File: config.mk
export PLATFORM = sky130hd
export DESIGN_NAME = dac_buffer_reference_config
export DESIGN_NICKNAME = d
export VERILOG_FILES = /design/src/dac_ref_pkg.sv /design/src/dac_buffer_reference_config.sv /design/src/converter_reference_decode.sv
export SDC_FILE = /design/constraint.sdc
export NUM_CORES = 1
export LEC_CHECK = 0
export CAP_MARGIN = 20
export CORE_MARGIN = 4
export CORE_UTILIZATION = 50
export DETAILED_ROUTE_END_ITERATION = 10
export DONT_BUFFER_PORTS = 1
export GPL_ROUTABILITY_DRIVEN = 0
export HOLD_SLACK_MARGIN = 0.15
export MAX_ROUTING_LAYER = met4
export PLACE_DENSITY_LB_ADDON = 0.15
export SLEW_MARGIN = 20
export SYNTH_ARGS = -nofsm -noshare
export SYNTH_HDL_FRONTEND = slang
export SYNTH_SLANG_ARGS = --single-unit
File: constraint.sdc
create_clock -name clk_in -period 2.2 [get_ports clk_in]
set_input_delay 0.22 -clock clk_in [delete_from_list [all_inputs] [get_ports clk_in]]
set_output_delay 0.22 -clock clk_in [all_outputs]
set_load 0.01 [all_outputs]
File: src/dac_ref_pkg.sv
// constants for the converter reference and output buffer configuration block
package dac_ref_pkg;

    // ------------------------------------------------------------
    // register byte addresses
    // ------------------------------------------------------------
    localparam logic [31:0] ADDR_REFERENCE_CONTROL   = 32'hFFFF048C;
    localparam logic [31:0] ADDR_CONVERTER_CTL_BASE  = 32'hFFFF0600;
    localparam logic [31:0] ADDR_CONVERTER_CTL_STEP  = 32'h00000008;
    localparam logic [31:0] ADDR_BUFFER_UNLOCK_FIRST = 32'hFFFF0650;
    localparam logic [31:0] ADDR_BUFFER_OPAMP_CONFIG = 32'hFFFF0654;
    localparam logic [31:0] ADDR_BUFFER_UNLOCK_SECOND = 32'hFFFF0658;
    localparam logic [31:0] ADDR_REFERENCE_STATUS    = 32'hFFFF065C;

    // ------------------------------------------------------------
    // fields, keys and reset values
    // ------------------------------------------------------------
    localparam int          REF_ENABLE_BIT       = 0;
    localparam int          REF_POWER_DOWN_BIT   = 1;
    localparam logic [1:0]  REFERENCE_CTL_MASK   = 2'h3;
    localparam logic [1:0]  REFERENCE_CTL_RESET  = 2'h0;
    localparam logic [7:0]  CONVERTER_CTL_MASK   = 8'h33;
    localparam logic [7:0]  CONVERTER_CTL_RESET  = 8'h00;
    localparam logic [3:0]  BUFFER_CONFIG_RESET  = 4'h0;
    localparam logic [15:0] UNLOCK_FIRST_KEY     = 16'h009A;
    localparam logic [15:0] UNLOCK_SECOND_KEY    = 16'h000C;
    localparam int          MAX_CONVERTERS       = 4;
    localparam int          BUFFER_CONFIG_BITS   = 4;

    // ------------------------------------------------------------
    // range field codes
    // ------------------------------------------------------------
    localparam logic [1:0]  RANGE_POWER_DOWN     = 2'h0;
    localparam logic [1:0]  RANGE_EXTERNAL       = 2'h1;
    localparam logic [1:0]  RANGE_INTERNAL       = 2'h2;
    localparam logic [1:0]  RANGE_SUPPLY         = 2'h3;

    // ------------------------------------------------------------
    // op amp input pins per output buffer (positive, negative)
    // ------------------------------------------------------------
    localparam int          OPAMP_POS_INPUT [4]  = '{0, 2, 4, 8};
    localparam int          OPAMP_NEG_INPUT [4]  = '{1, 3, 5, 9};
    localparam int          INPUT_PINS           = 16;

    typedef enum logic [1:0] {
        KEY_IDLE   = 2'b00,
        KEY_OPEN   = 2'b01,
        KEY_STAGED = 2'b10
    } key_state_t;

endpackage

File: src/dac_buffer_reference_config.sv
// register bank for converter reference selection and output buffer op amp mode
//
// How it works
// - enable 1, range 10: internal reference everywhere
// - enable 1, range 00: input internal, outputs off
// - enable 0: input external; range 11 uses supply
// - range 01: external output reference, input external
// - reference power-down bit blocks internal reference
// - config bits 0,1: op amp on inputs 0/1, 2/3
// - config bits 2,3: op amp on inputs 4/5, 8/9
// - cleared config bit: buffer works as output stage
// - config update: first key, value, second key
// - range 00 powers down the converter output
`timescale 1ns/1ps
module dac_buffer_reference_config #(
    parameter int NUM_CONVERTERS = 4
) (
    input  wire logic                      clk_in,
    input  wire logic                      rst_n_in,
    input  wire logic                      hsel_in,
    input  wire logic [31:0]               haddr_in,
    input  wire logic [1:0]                htrans_in,
    input  wire logic                      hwrite_in,
    input  wire logic [2:0]                hsize_in,
    input  wire logic [31:0]               hwdata_in,
    input  wire logic                      hready_in,
    output logic      [31:0]               hrdata_out,
    output logic                           hreadyout_out,
    output logic                           hresp_out,
    output logic                           adc_ref_internal_out,
    output logic                           internal_ref_power_down_out,
    output logic      [NUM_CONVERTERS-1:0] converter_power_down_out,
    output logic      [NUM_CONVERTERS-1:0] external_output_reference_out,
    output logic      [NUM_CONVERTERS-1:0] internal_reference_out,
    output logic      [NUM_CONVERTERS-1:0] analog_supply_reference_out,
    output logic      [3:0]                buffer_opamp_mode_out,
    output logic      [15:0]               opamp_input_connect_out
);

    // ------------------------------------------------------------
    // parameter check
    // ------------------------------------------------------------
    if (NUM_CONVERTERS < 1 || NUM_CONVERTERS > dac_ref_pkg::MAX_CONVERTERS) begin : g_bad_count
        $error("NUM_CONVERTERS must be 1 to 4");
    end

    // ------------------------------------------------------------
    // state
    // ------------------------------------------------------------
    logic [1:0]              reference_control_reg;
    logic [7:0]              converter_ctl_reg [NUM_CONVERTERS];
    logic [3:0]              buffer_opamp_config_reg;
    logic [3:0]              staged_config_reg;
    dac_ref_pkg::key_state_t key_state_reg;
    dac_ref_pkg::key_state_t key_state_next;
    logic                    wr_valid_reg;
    logic [31:0]             wr_addr_reg;
    logic [31:0]             hrdata_reg;
    logic                    adc_internal_reg;
    logic                    ref_pd_reg;
    logic [3:0]              opamp_mode_reg;
    logic [15:0]             connect_reg;

    // ------------------------------------------------------------
    // bus address phase
    // ------------------------------------------------------------
    wire addr_valid = hsel_in && htrans_in[1] && hready_in;
    wire rd_take    = addr_valid && !hwrite_in;
    wire wr_take    = addr_valid && hwrite_in;

    wire rd_ref    = (haddr_in == dac_ref_pkg::ADDR_REFERENCE_CONTROL);
    wire rd_cfg    = (haddr_in == dac_ref_pkg::ADDR_BUFFER_OPAMP_CONFIG);
    wire rd_status = (haddr_in == dac_ref_pkg::ADDR_REFERENCE_STATUS);

    // ------------------------------------------------------------
    // bus data phase write decode
    // ------------------------------------------------------------
    wire wr_ref  = wr_valid_reg && (wr_addr_reg == dac_ref_pkg::ADDR_REFERENCE_CONTROL);
    wire wr_key1 = wr_valid_reg && (wr_addr_reg == dac_ref_pkg::ADDR_BUFFER_UNLOCK_FIRST);
    wire wr_cfg  = wr_valid_reg && (wr_addr_reg == dac_ref_pkg::ADDR_BUFFER_OPAMP_CONFIG);
    wire wr_key2 = wr_valid_reg && (wr_addr_reg == dac_ref_pkg::ADDR_BUFFER_UNLOCK_SECOND);

    wire key1_ok = wr_key1 && (hwdata_in[15:0] == dac_ref_pkg::UNLOCK_FIRST_KEY);
    wire key2_ok = wr_key2 && (hwdata_in[15:0] == dac_ref_pkg::UNLOCK_SECOND_KEY);
    wire commit  = key2_ok && (key_state_reg == dac_ref_pkg::KEY_STAGED);
    wire stage   = wr_cfg && (key_state_reg == dac_ref_pkg::KEY_OPEN);

    // ------------------------------------------------------------
    // per converter decode and read mux
    // ------------------------------------------------------------
    logic [NUM_CONVERTERS-1:0] rd_ctl;
    logic [NUM_CONVERTERS-1:0] wr_ctl;
    logic [NUM_CONVERTERS-1:0] range_is_ext;
    logic [31:0]               ctl_rd [NUM_CONVERTERS+1];

    assign ctl_rd[0] = 32'h00000000;

    for (genvar i = 0; i < NUM_CONVERTERS; i++) begin : g_conv
        localparam logic [31:0] CTL_ADDR = dac_ref_pkg::ADDR_CONVERTER_CTL_BASE
                                         + dac_ref_pkg::ADDR_CONVERTER_CTL_STEP * i;
        assign rd_ctl[i]       = (haddr_in == CTL_ADDR);
        assign wr_ctl[i]       = wr_valid_reg && (wr_addr_reg == CTL_ADDR);
        assign range_is_ext[i] = (converter_ctl_reg[i][1:0] == dac_ref_pkg::RANGE_EXTERNAL);
        assign ctl_rd[i+1]     = ctl_rd[i] | (rd_ctl[i] ? {24'h000000, converter_ctl_reg[i]}
                                                        : 32'h00000000);

        always_ff @(posedge clk_in or negedge rst_n_in) begin
            if (!rst_n_in) begin
                converter_ctl_reg[i] <= dac_ref_pkg::CONVERTER_CTL_RESET;
            end else if (wr_ctl[i]) begin
                converter_ctl_reg[i] <= hwdata_in[7:0] & dac_ref_pkg::CONVERTER_CTL_MASK;
            end
        end

        converter_reference_decode u_decode (
            .clk_in            (clk_in),
            .rst_n_in          (rst_n_in),
            .range_in          (converter_ctl_reg[i][1:0]),
            .ref_enable_in     (reference_control_reg[dac_ref_pkg::REF_ENABLE_BIT]),
            .ref_power_down_in (reference_control_reg[dac_ref_pkg::REF_POWER_DOWN_BIT]),
            .power_down_out    (converter_power_down_out[i]),
            .external_ref_out  (external_output_reference_out[i]),
            .internal_ref_out  (internal_reference_out[i]),
            .supply_ref_out    (analog_supply_reference_out[i])
        );
    end

    wire [31:0] status_word = {24'h000000,
                               ref_pd_reg,
                               adc_internal_reg,
                               key_state_reg,
                               opamp_mode_reg};

    wire [31:0] read_word = ctl_rd[NUM_CONVERTERS]
                          | (rd_ref ? {30'h00000000, reference_control_reg} : 32'h00000000)
                          | (rd_cfg ? {28'h0000000, buffer_opamp_config_reg} : 32'h00000000)
                          | (rd_status ? status_word : 32'h00000000);

    // ------------------------------------------------------------
    // bus slave registers
    // ------------------------------------------------------------
    always_ff @(posedge clk_in or negedge rst_n_in) begin
        if (!rst_n_in) begin
            wr_valid_reg <= 1'b0;
            wr_addr_reg  <= 32'h00000000;
            hrdata_reg   <= 32'h00000000;
        end else begin
            wr_valid_reg <= wr_take;
            wr_addr_reg  <= haddr_in;
            hrdata_reg   <= rd_take ? read_word : 32'h00000000;
        end
    end

    always_ff @(posedge clk_in or negedge rst_n_in) begin
        if (!rst_n_in) begin
            hreadyout_out <= 1'b0;
            hresp_out     <= 1'b0;
        end else begin
            hreadyout_out <= 1'b1;
            hresp_out     <= 1'b0;
        end
    end

    assign hrdata_out = hrdata_reg;

    // ------------------------------------------------------------
    // reference control register
    // ------------------------------------------------------------
    always_ff @(posedge clk_in or negedge rst_n_in) begin
        if (!rst_n_in) begin
            reference_control_reg <= dac_ref_pkg::REFERENCE_CTL_RESET;
        end else if (wr_ref) begin
            reference_control_reg <= hwdata_in[1:0] & dac_ref_pkg::REFERENCE_CTL_MASK;
        end
    end

    // ------------------------------------------------------------
    // key sequence for the buffer configuration
    // ------------------------------------------------------------
    always_comb begin
        key_state_next = key_state_reg;
        case (key_state_reg)
            dac_ref_pkg::KEY_IDLE: begin
                if (key1_ok) begin
                    key_state_next = dac_ref_pkg::KEY_OPEN;
                end
            end
            dac_ref_pkg::KEY_OPEN: begin
                if (wr_cfg) begin
                    key_state_next = dac_ref_pkg::KEY_STAGED;
                end else if (wr_key1 && !key1_ok) begin
                    key_state_next = dac_ref_pkg::KEY_IDLE;
                end else if (wr_key2) begin
                    key_state_next = dac_ref_pkg::KEY_IDLE;
                end
            end
            dac_ref_pkg::KEY_STAGED: begin
                if (key1_ok) begin
                    key_state_next = dac_ref_pkg::KEY_OPEN;
                end else if (wr_key1 || wr_key2 || wr_cfg) begin
                    key_state_next = dac_ref_pkg::KEY_IDLE;
                end
            end
            default: begin
                key_state_next = dac_ref_pkg::KEY_IDLE;
            end
        endcase
    end

    always_ff @(posedge clk_in or negedge rst_n_in) begin
        if (!rst_n_in) begin
            key_state_reg <= dac_ref_pkg::KEY_IDLE;
        end else begin
            key_state_reg <= key_state_next;
        end
    end

    always_ff @(posedge clk_in or negedge rst_n_in) begin
        if (!rst_n_in) begin
            staged_config_reg <= dac_ref_pkg::BUFFER_CONFIG_RESET;
        end else if (stage) begin
            staged_config_reg <= hwdata_in[3:0];
        end
    end

    always_ff @(posedge clk_in or negedge rst_n_in) begin
        if (!rst_n_in) begin
            buffer_opamp_config_reg <= dac_ref_pkg::BUFFER_CONFIG_RESET;
        end else if (commit) begin
            buffer_opamp_config_reg <= staged_config_reg;
        end
    end

    // ------------------------------------------------------------
    // shared reference and op amp outputs
    // ------------------------------------------------------------
    wire adc_internal_next = reference_control_reg[dac_ref_pkg::REF_ENABLE_BIT]
                          && !reference_control_reg[dac_ref_pkg::REF_POWER_DOWN_BIT]
                          && !(|range_is_ext);

    logic [15:0] connect_next;

    always_comb begin
        connect_next = 16'h0000;
        for (int b = 0; b < dac_ref_pkg::BUFFER_CONFIG_BITS; b++) begin
            connect_next[dac_ref_pkg::OPAMP_POS_INPUT[b]] = buffer_opamp_config_reg[b];
            connect_next[dac_ref_pkg::OPAMP_NEG_INPUT[b]] = buffer_opamp_config_reg[b];
        end
    end

    always_ff @(posedge clk_in or negedge rst_n_in) begin
        if (!rst_n_in) begin
            adc_internal_reg <= 1'b0;
            ref_pd_reg       <= 1'b0;
            opamp_mode_reg   <= 4'h0;
            connect_reg      <= 16'h0000;
        end else begin
            adc_internal_reg <= adc_internal_next;
            ref_pd_reg       <= reference_control_reg[dac_ref_pkg::REF_POWER_DOWN_BIT];
            opamp_mode_reg   <= buffer_opamp_config_reg;
            connect_reg      <= connect_next;
        end
    end

    assign adc_ref_internal_out        = adc_internal_reg;
    assign internal_ref_power_down_out = ref_pd_reg;
    assign buffer_opamp_mode_out       = opamp_mode_reg;
    assign opamp_input_connect_out     = connect_reg;

    // ------------------------------------------------------------
    // checks
    // ------------------------------------------------------------
    a_key_commit_value: assert property (@(posedge clk_in) disable iff (!rst_n_in)
        commit |=> buffer_opamp_config_reg == $past(staged_config_reg)
                   ##1 buffer_opamp_mode_out == $past(buffer_opamp_config_reg))
        else $error("second key did not commit the staged configuration");

    a_cfg_locked_ignore: assert property (@(posedge clk_in) disable iff (!rst_n_in)
        (wr_cfg && key_state_reg == dac_ref_pkg::KEY_IDLE) |=>
            key_state_reg == dac_ref_pkg::KEY_IDLE && $stable(buffer_opamp_config_reg))
        else $error("configuration write without first key was not ignored");

    a_cfg_change_cause: assert property (@(posedge clk_in) disable iff (!rst_n_in)
        $changed(buffer_opamp_config_reg) |-> $past(commit))
        else $error("configuration changed without the second key");

    a_adc_ref_select: assert property (@(posedge clk_in) disable iff (!rst_n_in)
        (reference_control_reg == 2'h1 && !(|range_is_ext)) |=> adc_ref_internal_out)
        else $error("input converter did not take the internal reference");

    a_ext_blocks_adc: assert property (@(posedge clk_in) disable iff (!rst_n_in)
        (|range_is_ext) |=> !adc_ref_internal_out)
        else $error("range 01 left the input converter on the internal reference");

    a_ref_pd_blocks: assert property (@(posedge clk_in) disable iff (!rst_n_in)
        internal_ref_power_down_out |-> !adc_ref_internal_out)
        else $error("internal reference used while powered down");

    a_opamp_first_pair: assert property (@(posedge clk_in) disable iff (!rst_n_in)
        opamp_input_connect_out[1:0] == {2{buffer_opamp_mode_out[0]}}
        && opamp_input_connect_out[3:2] == {2{buffer_opamp_mode_out[1]}})
        else $error("op amp inputs 0 to 3 do not follow config bits 0 and 1");

    a_opamp_upper_pair: assert property (@(posedge clk_in) disable iff (!rst_n_in)
        opamp_input_connect_out[5:4] == {2{buffer_opamp_mode_out[2]}}
        && opamp_input_connect_out[9:8] == {2{buffer_opamp_mode_out[3]}}
        && opamp_input_connect_out[7:6] == 2'h0)
        else $error("op amp inputs 4, 5, 8, 9 do not follow config bits 2 and 3");

    a_cfg_read_back: assert property (@(posedge clk_in) disable iff (!rst_n_in)
        (rd_take && rd_cfg) |=> hrdata_out == {28'h0000000, $past(buffer_opamp_config_reg)})
        else $error("configuration read returned wrong data");

    a_pd_follows: assert property (@(posedge clk_in) disable iff (!rst_n_in)
        reference_control_reg[dac_ref_pkg::REF_POWER_DOWN_BIT] |=> internal_ref_power_down_out)
        else $error("reference power-down bit not passed to the output");

    a_cleared_normal: assert property (@(posedge clk_in) disable iff (!rst_n_in)
        buffer_opamp_config_reg == 4'h0
            |=> buffer_opamp_mode_out == 4'h0 && opamp_input_connect_out == 16'h0000)
        else $error("cleared configuration left a buffer in op amp mode");

    a_unused_pins: assert property (@(posedge clk_in) disable iff (!rst_n_in)
        opamp_input_connect_out[15:10] == 6'h00)
        else $error("input pins above 9 routed to an op amp");

    a_key_open: assert property (@(posedge clk_in) disable iff (!rst_n_in)
        key1_ok |=> key_state_reg == dac_ref_pkg::KEY_OPEN)
        else $error("correct first key did not open the sequence");

    a_stage_staged: assert property (@(posedge clk_in) disable iff (!rst_n_in)
        stage |=> key_state_reg == dac_ref_pkg::KEY_STAGED)
        else $error("value write after first key was not staged");

    a_early_key_drop: assert property (@(posedge clk_in) disable iff (!rst_n_in)
        (wr_key2 && key_state_reg != dac_ref_pkg::KEY_STAGED)
            |=> key_state_reg == dac_ref_pkg::KEY_IDLE && $stable(buffer_opamp_config_reg))
        else $error("second key without staged value was not dropped");

endmodule

File: src/converter_reference_decode.sv
// per-output reference and power-down decode with registered selects
`timescale 1ns/1ps
module converter_reference_decode (
    input  wire logic       clk_in,
    input  wire logic       rst_n_in,
    input  wire logic [1:0] range_in,
    input  wire logic       ref_enable_in,
    input  wire logic       ref_power_down_in,
    output logic            power_down_out,
    output logic            external_ref_out,
    output logic            internal_ref_out,
    output logic            supply_ref_out
);

    // ------------------------------------------------------------
    // decode
    // ------------------------------------------------------------
    wire internal_ok = ref_enable_in && !ref_power_down_in;
    wire sel_ext     = (range_in == dac_ref_pkg::RANGE_EXTERNAL);
    wire sel_int     = (range_in == dac_ref_pkg::RANGE_INTERNAL) && internal_ok;
    wire sel_sup     = (range_in == dac_ref_pkg::RANGE_SUPPLY);
    wire pd_next     = !(sel_ext || sel_int || sel_sup);

    always_ff @(posedge clk_in or negedge rst_n_in) begin
        if (!rst_n_in) begin
            power_down_out   <= 1'b1;
            external_ref_out <= 1'b0;
            internal_ref_out <= 1'b0;
            supply_ref_out   <= 1'b0;
        end else begin
            power_down_out   <= pd_next;
            external_ref_out <= sel_ext;
            internal_ref_out <= sel_int;
            supply_ref_out   <= sel_sup;
        end
    end

    // ------------------------------------------------------------
    // checks
    // ------------------------------------------------------------
    a_range_zero_off: assert property (@(posedge clk_in) disable iff (!rst_n_in)
        range_in == 2'h0 |=> power_down_out && !internal_ref_out)
        else $error("range 00 did not power down the converter");

    a_range_one_ext: assert property (@(posedge clk_in) disable iff (!rst_n_in)
        range_in == 2'h1 |=> external_ref_out && !power_down_out && !internal_ref_out)
        else $error("range 01 did not select the external output reference");

    a_range_supply_sel: assert property (@(posedge clk_in) disable iff (!rst_n_in)
        range_in == 2'h3 |=> supply_ref_out && !external_ref_out)
        else $error("range 11 did not select the analog supply");

    a_internal_route: assert property (@(posedge clk_in) disable iff (!rst_n_in)
        (range_in == 2'h2 && ref_enable_in && !ref_power_down_in) |=> internal_ref_out)
        else $error("range 10 with enabled reference did not route internal reference");

endmodule

==> results of run 1 <==
## cell families after synthesis
group                  after synthesis
and+or+nand+nor                    102
DFF                                 92
buffers and inverters               66
muxes                               30
AOI/OAI and AO/OA                   21
other                                2
## area by class of cell
cell class,instances,share of cell area [%]
Clock buffer,10,2.91
Multi-Input combinational cell,187,29.4
Sequential cell,92,52.6
Inverter,6,0.513
Tap cell,102,2.91
Timing Repair Buffer,42,9.47
Clock inverter,6,2.17
## stage by stage
step / setup slack, ps / hold WS (ps) / instances / cell area [sq um]
5_1_grt: 66.9 / -484 / 445 / 4390
2_1_floorplan: 488 / -75.6 / 345 / 4060
3_5_place_dp: 168 / -74.0 / 389 / 3760
3_3_place_gp: 198 / -73.5 / 389 / 3760
4_1_cts: 132 / -474 / 445 / 4380
6_report: 258 / -459 / 445 / 4390
## layer usage
metal / part of all wire (%) / GRT usage (%) / vias up
met5: 0 / - / -
met4: 1.3 / 6.59 / 0
met3: 7.5 / 5.05 / 13
met2: 50 / 29.1 / 115
li1: - / - / 1080
met1: 42 / 24.6 / 1223
## how the worst max path moves through the flow
stage                                            end  slack (ps)  cells past startpoint
after floorplan           buffer_opamp_config_reg[0]         490                      5
after global placement         converter_ctl_reg[13]         200                      4
after detailed placement        converter_ctl_reg[9]         170                      4
after CTS                      converter_ctl_reg[12]         130                      4
after global routing           converter_ctl_reg[12]          70                      4
final                          converter_ctl_reg[12]         260                      4
## power breakdown
part	internal, W	switching, W	total [W]
registers	0.00176	0.0000485	0.00181
logic	0.0000921	0.0000804	0.000173
clock network	0.000653	0.000619	0.00127
total	0.00251	0.000748	0.00325
## Yosys cell counts (all sizes together) (3+ instances only)
| cell type | count |
|---|---|
| nor4 | 13 |
| or3 | 3 |
| mux2i | 4 |
| and4 | 5 |
| nand4b | 4 |
| nand2b | 4 |
| dfstp | 4 |
| a21oi | 6 |
| o21ai | 5 |
| nand4 | 8 |
| nand2 | 8 |
| dfrtp | 88 |
| nand3 | 12 |
| inv | 6 |
| nor3 | 3 |
| nor2b | 5 |
| mux2 | 26 |
| and3 | 4 |
| nor2 | 12 |
| buf | 58 |
| nor4b | 5 |
| and2 | 6 |
## timing repair
item	CTS	global route
endpoints found under the hold margin	155	92
endpoints found under the setup margin	0	20
gates resized for setup	0	1
buffers inserted	0	0
==> flow_metrics.env, run 1 <==
export IMPL_synth_xor_area_share_pct=0
export IMPL_drtAntennaViolNets=0
export IMPL_dieArea_sq_um=9350
export IMPL_skew_ps=12.8
export IMPL_fp_dieW_um=96.7
export IMPL_end_kind="register"
export IMPL_cts_made_buffers=9
export IMPL_rows=32
export IMPL_status="complete, but fails checks"
export IMPL_p_leak_nw=1.89
export IMPL_cp_start_kind="register"
export IMPL_final_common_cell="dfrtp_1"
export IMPL_cts_sinks=92
export IMPL_ys_ff_latch=92
export IMPL_reg2reg_slack_ps=260
export IMPL_pwr_density_cell_nw_per_um2=742
export IMPL_io_pins=146
export IMPL_h_tree_depth=3
export IMPL_whs_ps=-459
export IMPL_wl_mm=8.52
export IMPL_critical_path_startpoint="wr_addr_reg[1]"
export IMPL_yosysUniqueCellTypes=44
export IMPL_core_sq_um=7690
export IMPL_drv_slew=0
export IMPL_hold_class="in -> async"
export IMPL_nNetsFinal=412
export IMPL_grt_pass1_vias=2428
export IMPL_grt_util_all_layers_pct=19.0
export IMPL_ys_flop_type="dfrtp_1"
export IMPL_worst_path_buf_inv=0
export IMPL_drt_initial_drc_count=111
export IMPL_worstPathCellList="nand4b_1 > nor4_2 > nand3_1 > mux2_2"
export IMPL_p_total_w=0.00325
export IMPL_path_clk_slew_ps=100
export IMPL_synth_top_area_cell="dfrtp_1"
export IMPL_synthAdderAreaFrac_pct=0
export IMPL_wl_per_cell_um=19.1
export IMPL_synth_area_top_cells="dfrtp_1 (56%), buf_4 (11%), mux2_2 (6.3%)"
export IMPL_setup_viol_count_final=0
export IMPL_hold_viol_final=92
export IMPL_drive_gt1_share_pct=15.5
export IMPL_rsz0062_at_grt="no"
export IMPL_yosysWarnings=0
export IMPL_maxCapViolCount=0
export IMPL_grt_pass1_wl_mm=13.3
export IMPL_grt_overflow=0
export IMPL_layout_common_cells="dfrtp_1 (88), dlygate4sd3_1 (40), conb_1 (34)"
export IMPL_synth_seq_area_share_pct=58.6
export IMPL_cp_max_fo=5
export IMPL_async_reset_ff_share_pct=100
export IMPL_yosys_area_top_type_share_pct=56.0
export IMPL_cp_arrival_ps=2180
export IMPL_initial_utilization_pct=51.2
export IMPL_syn_area_per_cell_sq_um=12.6
export IMPL_clock_root_buffer="clkbuf_8"
export IMPL_synthMuxAreaShare_pct=8.46
export IMPL_synth_edf_count=0
export IMPL_portBuffers=0
export IMPL_r2r_start="wr_addr_reg[1]"
export IMPL_multi_input_area_sq_um=1290
export IMPL_regArea_sq_um=2310
export IMPL_r2r_cells=4
export IMPL_fin_util_pct=57.1
export IMPL_fillers=657
export IMPL_worstPathRequired_ps=2440
export IMPL_cts_tree="built"
export IMPL_ir_worst_vdd_mv=0.591
export IMPL_antenna_cells=0
export IMPL_vias=2431
export IMPL_violations="hold timing"
export IMPL_clock_path_buffers=2
export IMPL_dr_pass1_iters=6
export IMPL_netlist_instances=313
export IMPL_synth_top_family_by_area="simple AND/OR/NAND/NOR gates"
export IMPL_synth_compound_area_share_pct=3.56
export IMPL_fin_crit_ps=1940
export IMPL_critPathMaxStageDelay_ps=470
export IMPL_vias_per_cell=5.46
export IMPL_post_route_period_util_pct=88.3
export IMPL_dp_hpwl_mm=5.54
export IMPL_area_delta_synth_final_pct=11.5
export IMPL_timing_fmax_mhz=515
export IMPL_cts_hold_buf=40
export IMPL_synth_simple_gate_area_share_pct=17.4
export IMPL_critPathTopFamily="simple AND/OR/NAND/NOR gates"
export IMPL_antenna_found_initial=0
export IMPL_timing_rr_end="converter_ctl_reg[12]"
export IMPL_slowest_stage="nor4_2"
export IMPL_largest_register_ffs=32
export IMPL_netlist_area_sq_um=3940
export IMPL_grt_max_degree=93
export IMPL_path_class="reg -> reg"
export IMPL_drc=0
export IMPL_finalSetupTns_ps=0
export IMPL_clk_latency_ps=360
export IMPL_die_h_um=96.7
Power figures use the tool's default switching activity.
==> inputs of run 2 (changes only) <==
--- a/config.mk
+++ b/config.mk
@@ -17,4 +17,5 @@
 export SLEW_MARGIN = 20
 export SYNTH_ARGS = -nofsm -noshare
 export SYNTH_HDL_FRONTEND = slang
+export SYNTH_HIERARCHICAL = 1
 export SYNTH_SLANG_ARGS = --single-unit
==> run 2 against run 1 <==
  * The flow still finishes with violations (hold timing)
  * Sequential share of layout area decreased by 0.33 points
  * Area after synthesis decreased by 2.9%
  * Synthesized cell count decreased by 8.3%
  * Register-to-register slack got worse by 150 ps
  * Setup slack got worse by 150 ps
  * Die area decreased by 2.7%
  * Critical path type unchanged
  * Largest cell class unchanged
  * Largest power group unchanged
  * Highest routed layer unchanged
==> flow_metrics.env, run 2 <==
export IMPL_yosysWarnings=6
export IMPL_final_common_cell="dfrtp_1"
export IMPL_synth_most_common_cell="dfrtp_1"
export IMPL_p_int_w=0.00230
export IMPL_drive_gt1_share_pct=23.0
export IMPL_core_sq_um=7330
export IMPL_dr_pass1_iters=4
export IMPL_ys_flop_type="dfrtp_1"
export IMPL_vias_per_cell=5.41
export IMPL_dp_cells=378
export IMPL_dieArea_sq_um=9100
export IMPL_portBuffers=0
export IMPL_synth_top_cells_by_count="dfrtp_1 (88), buf_4 (41), mux2_2 (28)"
export IMPL_synth_top_family_by_area="simple AND/OR/NAND/NOR gates"
export IMPL_p_leak_nw=1.95
export IMPL_cp_arrival_ps=2340
export IMPL_status="complete, but fails checks"
export IMPL_fin_cells=438
export IMPL_async_reset_ff_share_pct=100
export IMPL_pwr_share_seq_pct=59.3
export IMPL_comb_power_share_pct=6.0
export IMPL_antenna_found_initial=0
export IMPL_hold_class="in -> async"
export IMPL_io_pins=146
export IMPL_drv_slew=0
export IMPL_wl_per_cell_um=18.2
export IMPL_power_switching_w=0.000761
export IMPL_clkPwrFrac_pct=34.7
export IMPL_antenna_cells=0
export IMPL_synth_simple_gate_area_share_pct=15.7
export IMPL_switching_share_pct=24.9
export IMPL_syn_area_per_cell_sq_um=13.3
export IMPL_drt_initial_drc_count=89
export IMPL_finalSetupTns_ps=0
export IMPL_maxCapViolCount=0
export IMPL_yosysUniqueCellTypes=43
export IMPL_cts_made_buffers=9
export IMPL_grt_pass1_wl_mm=12.4
export IMPL_synth_area_top_cells="dfrtp_1 (58%), mux2_2 (8.3%), buf_4 (8.1%)"
export IMPL_path_class="reg -> reg"
export IMPL_whs_ps=-455
export IMPL_grt_overflow=0
export IMPL_grt_pass1_vias=2367
export IMPL_dr_wl_met2_mm=3.90
export IMPL_p_total_w=0.00306
export IMPL_netlist_area_sq_um=3820
export IMPL_largest_register_ffs=32
export IMPL_met1_length_mm=3.36
export IMPL_worstPathRequired_ps=2440
export IMPL_clock_path_buffers=2
export IMPL_rsz0062_at_grt="no"
export IMPL_fin_crit_ps=2100
export IMPL_nNetsFinal=408
export IMPL_routed_top_layer="met4"
export IMPL_vias=2368
export IMPL_timing_fmax_mhz=477
export IMPL_dp_hpwl_mm=5.25
export IMPL_grt_util_all_layers_pct=19.3
export IMPL_clk_latency_ps=360
export IMPL_path_clk_slew_ps=100
export IMPL_synth_xor_area_share_pct=0
export IMPL_synth_seq_area_share_pct=60.4
export IMPL_initial_utilization_pct=52.1
export IMPL_yosys_area_top_type_share_pct=57.6
export IMPL_layout_common_cells="dfrtp_1 (88), dlygate4sd3_1 (41), conb_1 (34)"
export IMPL_ys_ff_latch=92
export IMPL_cp_start_kind="register"
export IMPL_clock_root_buffer="clkbuf_8"
export IMPL_multi_input_area_sq_um=1300
export IMPL_die_h_um=95.4
export IMPL_hold_viol_final=92
export IMPL_worstPathCellList="or4_1 > nor4_4 > buf_6 > and4_4 > mux2_2"
export IMPL_fillers=600
export IMPL_regArea_sq_um=2310
export IMPL_wl_mm=7.99
export IMPL_cts_sinks=92
export IMPL_cts_tree="built"
export IMPL_h_tree_depth=3
export IMPL_grt_max_degree=93
export IMPL_fp_dieW_um=95.4
export IMPL_cp_max_fo=7
export IMPL_pwr_density_cell_nw_per_um2=693
export IMPL_rows=31
export IMPL_ir_worst_vdd_mv=0.341
export IMPL_violations="hold timing"
export IMPL_skew_ps=10.4
export IMPL_drc=0
export IMPL_critPathMaxStageDelay_ps=580
export IMPL_slowest_stage="or4_1"
export IMPL_synthAdderAreaFrac_pct=0
export IMPL_area_delta_synth_final_pct=15.5
export IMPL_synth_top_area_cell="dfrtp_1"
export IMPL_post_route_period_util_pct=95.3
export IMPL_end_kind="register"
export IMPL_synthMuxAreaShare_pct=11.1
export IMPL_cts_hold_buf=41
export IMPL_synth_edf_count=0
export IMPL_drtAntennaViolNets=0
export IMPL_setup_viol_count_final=0
export IMPL_synth_compound_area_share_pct=3.37
export IMPL_netlist_instances=287
export IMPL_met3WireLength_um=558
## run 2: cell types whose count changed after synthesis, moves of 5 or more
cell     previous run  this run
and2_1              6         0
nand3_1            11         5
nor3_1              2         7
buf_4              57        41
nor2b_1             5         0
mux2_2             22        28
## run 2: final cells by class
| cell class | count | area share, % |
|---|---|---|
| sequential | 92 | 52.3 |
| multi-input combinational | 174 | 29.4 |
| timing repair buffer | 47 | 10.4 |
| clock buffer | 9 | 2.81 |
| tap | 99 | 2.81 |
| clock inverter | 7 | 1.50 |
| inverter | 10 | 0.850 |
## run 2: critical path: cells and delay by family, from the launching register on
kind          cells  cell delay [ps]
simple gates      3             1120
flops             1              370
mux               1              340
buf+inv           1              160
## run 2: path summary, 6_finish.rpt
| check | start | end | slack (ps) | cells past startpoint |
|---|---|---|---|---|
| min in group clk_in | haddr_in[2] | hrdata_out[5] | 170 | 3 |
| worst min register to register | buffer_opamp_config_reg[3] | opamp_input_connect_out[8] | 410 | 0 |
| worst min-delay path | rst_n_in | wr_addr_reg[18] | -460 | 0 |
| worst max-delay path | wr_addr_reg[13] | buffer_opamp_config_reg[3] | 100 | 5 |
| worst max register to register | wr_addr_reg[13] | buffer_opamp_config_reg[3] | 100 | 5 |
| max in group asynchronous | rst_n_in | g_conv[0].u_decode/power_down_out | 2470 | 0 |
## run 2: power by group through the flow
stage / clock [W] / sequential (W) / combinational [W]
CTS: 0.00110 / 0.00181 / 0.000183
global placement: 0 / 0.00185 / 0.000109
detailed placement: 0 / 0.00185 / 0.000111
floorplan: 0 / 0.00183 / 0.000149
finish: 0.00106 / 0.00181 / 0.000184
global route: 0.00117 / 0.00182 / 0.000202
## run 2: through the flow
step                      util, %  cell area, sq um  hold slack (ps)  setup WS (ps)
after floorplan                 -              3940            -75.6           37.8
after global placement       51.5              3770            -73.4           21.1
after detailed placement     51.5              3770            -73.1           19.3
after CTS                    59.7              4370             -472           6.46
after global routing         60.2              4410             -490           19.1
final                        60.2              4410             -455            104
## run 2: what timing repair did
item	CTS	global route
gates resized for setup	1	4
endpoints found under the setup margin	4	20
setup buffers	0	3
endpoints found under the hold margin	156	92
pin swaps	0	0
## run 2: logic make-up (layout without fill, tap and decap cells)
| family | Yosys count | after routing |
|---|---|---|
| and+or+nand+nor | 87 | 87 |
| buffers and inverters | 53 | 73 |
| muxes | 35 | 35 |
| other | 2 | 34 |
| AOI/OAI and AO/OA | 18 | 18 |
| DFF | 92 | 92 |
## run 2: per-layer routing
metal / vias up / global-route usage, %
met2: 95 / 29.4
met4: 0 / 7.11
met5: - / -
met1: 1200 / 24.7
met3: 17 / 5.68
li1: 1056 / -
==> inputs of run 3 (changes only) <==
==> constraint.sdc (replaced) <==
create_clock -name clk_in -period 2.3 [get_ports clk_in]
set_input_delay 0.23 -clock clk_in [delete_from_list [all_inputs] [get_ports clk_in]]
set_output_delay 0.23 -clock clk_in [all_outputs]
set_load 0.01 [all_outputs]
==> run 3 against run 2 <==
  * Die area unchanged
  * Clock skew decreased by 0.99 ps
  * Clock power about the same
  * Flip-flop and latch count unchanged
  * Critical path type unchanged
  * The run still ends with hold timing left
  * Non-clock buffer count decreased by 3
  * Sequential share of layout area increased by 0.55 points
==> flow_metrics.env, run 3 (same netlist as run 2, synthesis figures left out) <==
export IMPL_cts_made_buffers=9
export IMPL_vias=2316
export IMPL_cts_tree="built"
export IMPL_cp_arrival_ps=2420
export IMPL_core_sq_um=7330
export IMPL_wl_per_cell_um=18.0
export IMPL_fp_dieW_um=95.4
export IMPL_grt_overflow=0
export IMPL_dp_hpwl_mm=5.27
export IMPL_cp_max_fo=10
export IMPL_skew_ps=9.45
export IMPL_worst_path_buf_inv=1
export IMPL_nNetsFinal=405
export IMPL_status="complete, but fails checks"
export IMPL_path_clk_slew_ps=80
export IMPL_hold_class="in -> async"
export IMPL_slowest_stage="or4_1"
export IMPL_cp_start_kind="register"
export IMPL_antenna_cells=0
export IMPL_largest_register_ffs=32
export IMPL_io_pins=146
export IMPL_clk_latency_ps=350
export IMPL_violations="hold timing"
export IMPL_final_common_cell="dfrtp_1"
export IMPL_critPathMaxStageDelay_ps=580
export IMPL_p_leak_nw=1.93
export IMPL_maxCapViolCount=0
export IMPL_grt_max_degree=93
export IMPL_rsz0062_at_grt="no"
export IMPL_area_delta_synth_final_pct=14.3
export IMPL_drc=0
export IMPL_fillers=567
export IMPL_finalSetupTns_ps=0
export IMPL_hold_viol_final=92
export IMPL_pwr_density_cell_nw_per_um2=674
export IMPL_grt_pass1_wl_mm=12.2
export IMPL_vias_per_cell=5.32
export IMPL_portBuffers=0
export IMPL_end_kind="register"
export IMPL_die_h_um=95.4
export IMPL_clock_root_buffer="clkbuf_8"
export IMPL_worstPathRequired_ps=2530
export IMPL_fin_crit_ps=2190
export IMPL_wl_mm=7.84
export IMPL_layout_common_cells="dfrtp_1 (88), dlygate4sd3_1 (40), conb_1 (34)"
export IMPL_clock_path_buffers=2
export IMPL_cts_hold_buf=40
export IMPL_setup_viol_count_final=0
export IMPL_ir_worst_vdd_mv=0.334
export IMPL_worstPathCellList="or4_1 > nor4_4 > buf_4 > and4_2 > mux2_2"
export IMPL_timing_fmax_mhz=457
export IMPL_drtAntennaViolNets=0
export IMPL_drive_gt1_share_pct=21.7
export IMPL_fin_util_pct=59.6
export IMPL_drv_slew=0
export IMPL_path_class="reg -> reg"
export IMPL_dp_cells=377
export IMPL_rows=31
export IMPL_grt_util_all_layers_pct=18.9
export IMPL_p_total_w=0.00294
export IMPL_drt_initial_drc_count=84
export IMPL_dr_pass1_iters=4
export IMPL_cts_sinks=92
export IMPL_initial_utilization_pct=52.1
export IMPL_grt_pass1_vias=2303
export IMPL_fin_cells=435
export IMPL_post_route_period_util_pct=95.1
export IMPL_h_tree_depth=3
export IMPL_critPathTopFamily="simple AND/OR/NAND/NOR gates"
export IMPL_dieArea_sq_um=9100
export IMPL_whs_ps=-432
export IMPL_antenna_found_initial=0
-- run 3: metrics by stage --
stage / hold WS, ps / area, sq um / setup slack (ps)
after detailed placement: -63.1 / 3760 / 89.6
after floorplan: -65.6 / 3940 / 138
after global routing: -462 / 4370 / 30.4
after CTS: -450 / 4350 / 51.2
after global placement: -63.3 / 3760 / 99.7
final: -432 / 4370 / 112
-- run 3: path summary, 6_finish.rpt --
path | from | endpoint | slack [ps] | cells after the start
worst max-delay path | wr_addr_reg[13] | buffer_opamp_config_reg[1] | 110 | 5
worst min-delay path | rst_n_in | g_conv[3].u_decode/internal_ref_out | -430 | 0
worst max register to register | wr_addr_reg[13] | buffer_opamp_config_reg[1] | 110 | 5
worst min register to register | buffer_opamp_config_reg[1] | buffer_opamp_mode_out[1] | 400 | 0
max in group asynchronous | rst_n_in | g_conv[0].u_decode/power_down_out | 2540 | 0
min in group clk_in | hwdata_in[1] | key_state_reg[0] | 170 | 4
-- run 3: final cells by class --
| type | count | area, sq um | area share [%] |
|---|---|---|---|
| repair buffers | 44 | 430 | 9.85 |
| clock inverters | 4 | 51.3 | 1.17 |
| inverters | 10 | 37.5 | 0.859 |
| well taps | 99 | 124 | 2.84 |
| multi-input cells | 174 | 1280 | 29.4 |
| clock buffers | 12 | 135 | 3.09 |
| flip-flops and latches | 92 | 2310 | 52.8 |
-- run 3: timing repair --
action | CTS | global route
endpoints found under the hold margin | 156 | 92
setup endpoints to repair | 0 | 9
resized for setup | 0 | 1
setup buffers | 0 | 2
-- run 3: routing by layer --
metal	up-vias	global-route usage, %	part of all wire [%]
met3	7	4.74	7.2
met1	1184	24.2	42
met2	82	29.3	49
met5	-	-	0
met4	0	6.87	1.0
li1	1043	-	-
-- run 3: power by group --
part	leakage, nW	total [W]	switching, W	internal (W)
Combinational	0.709	0.000172	0.0000749	0.0000971
Sequential	1.13	0.00173	0.0000504	0.00168
Clock	0.0910	0.00104	0.000532	0.000506
Total	1.93	0.00294	0.000657	0.00229
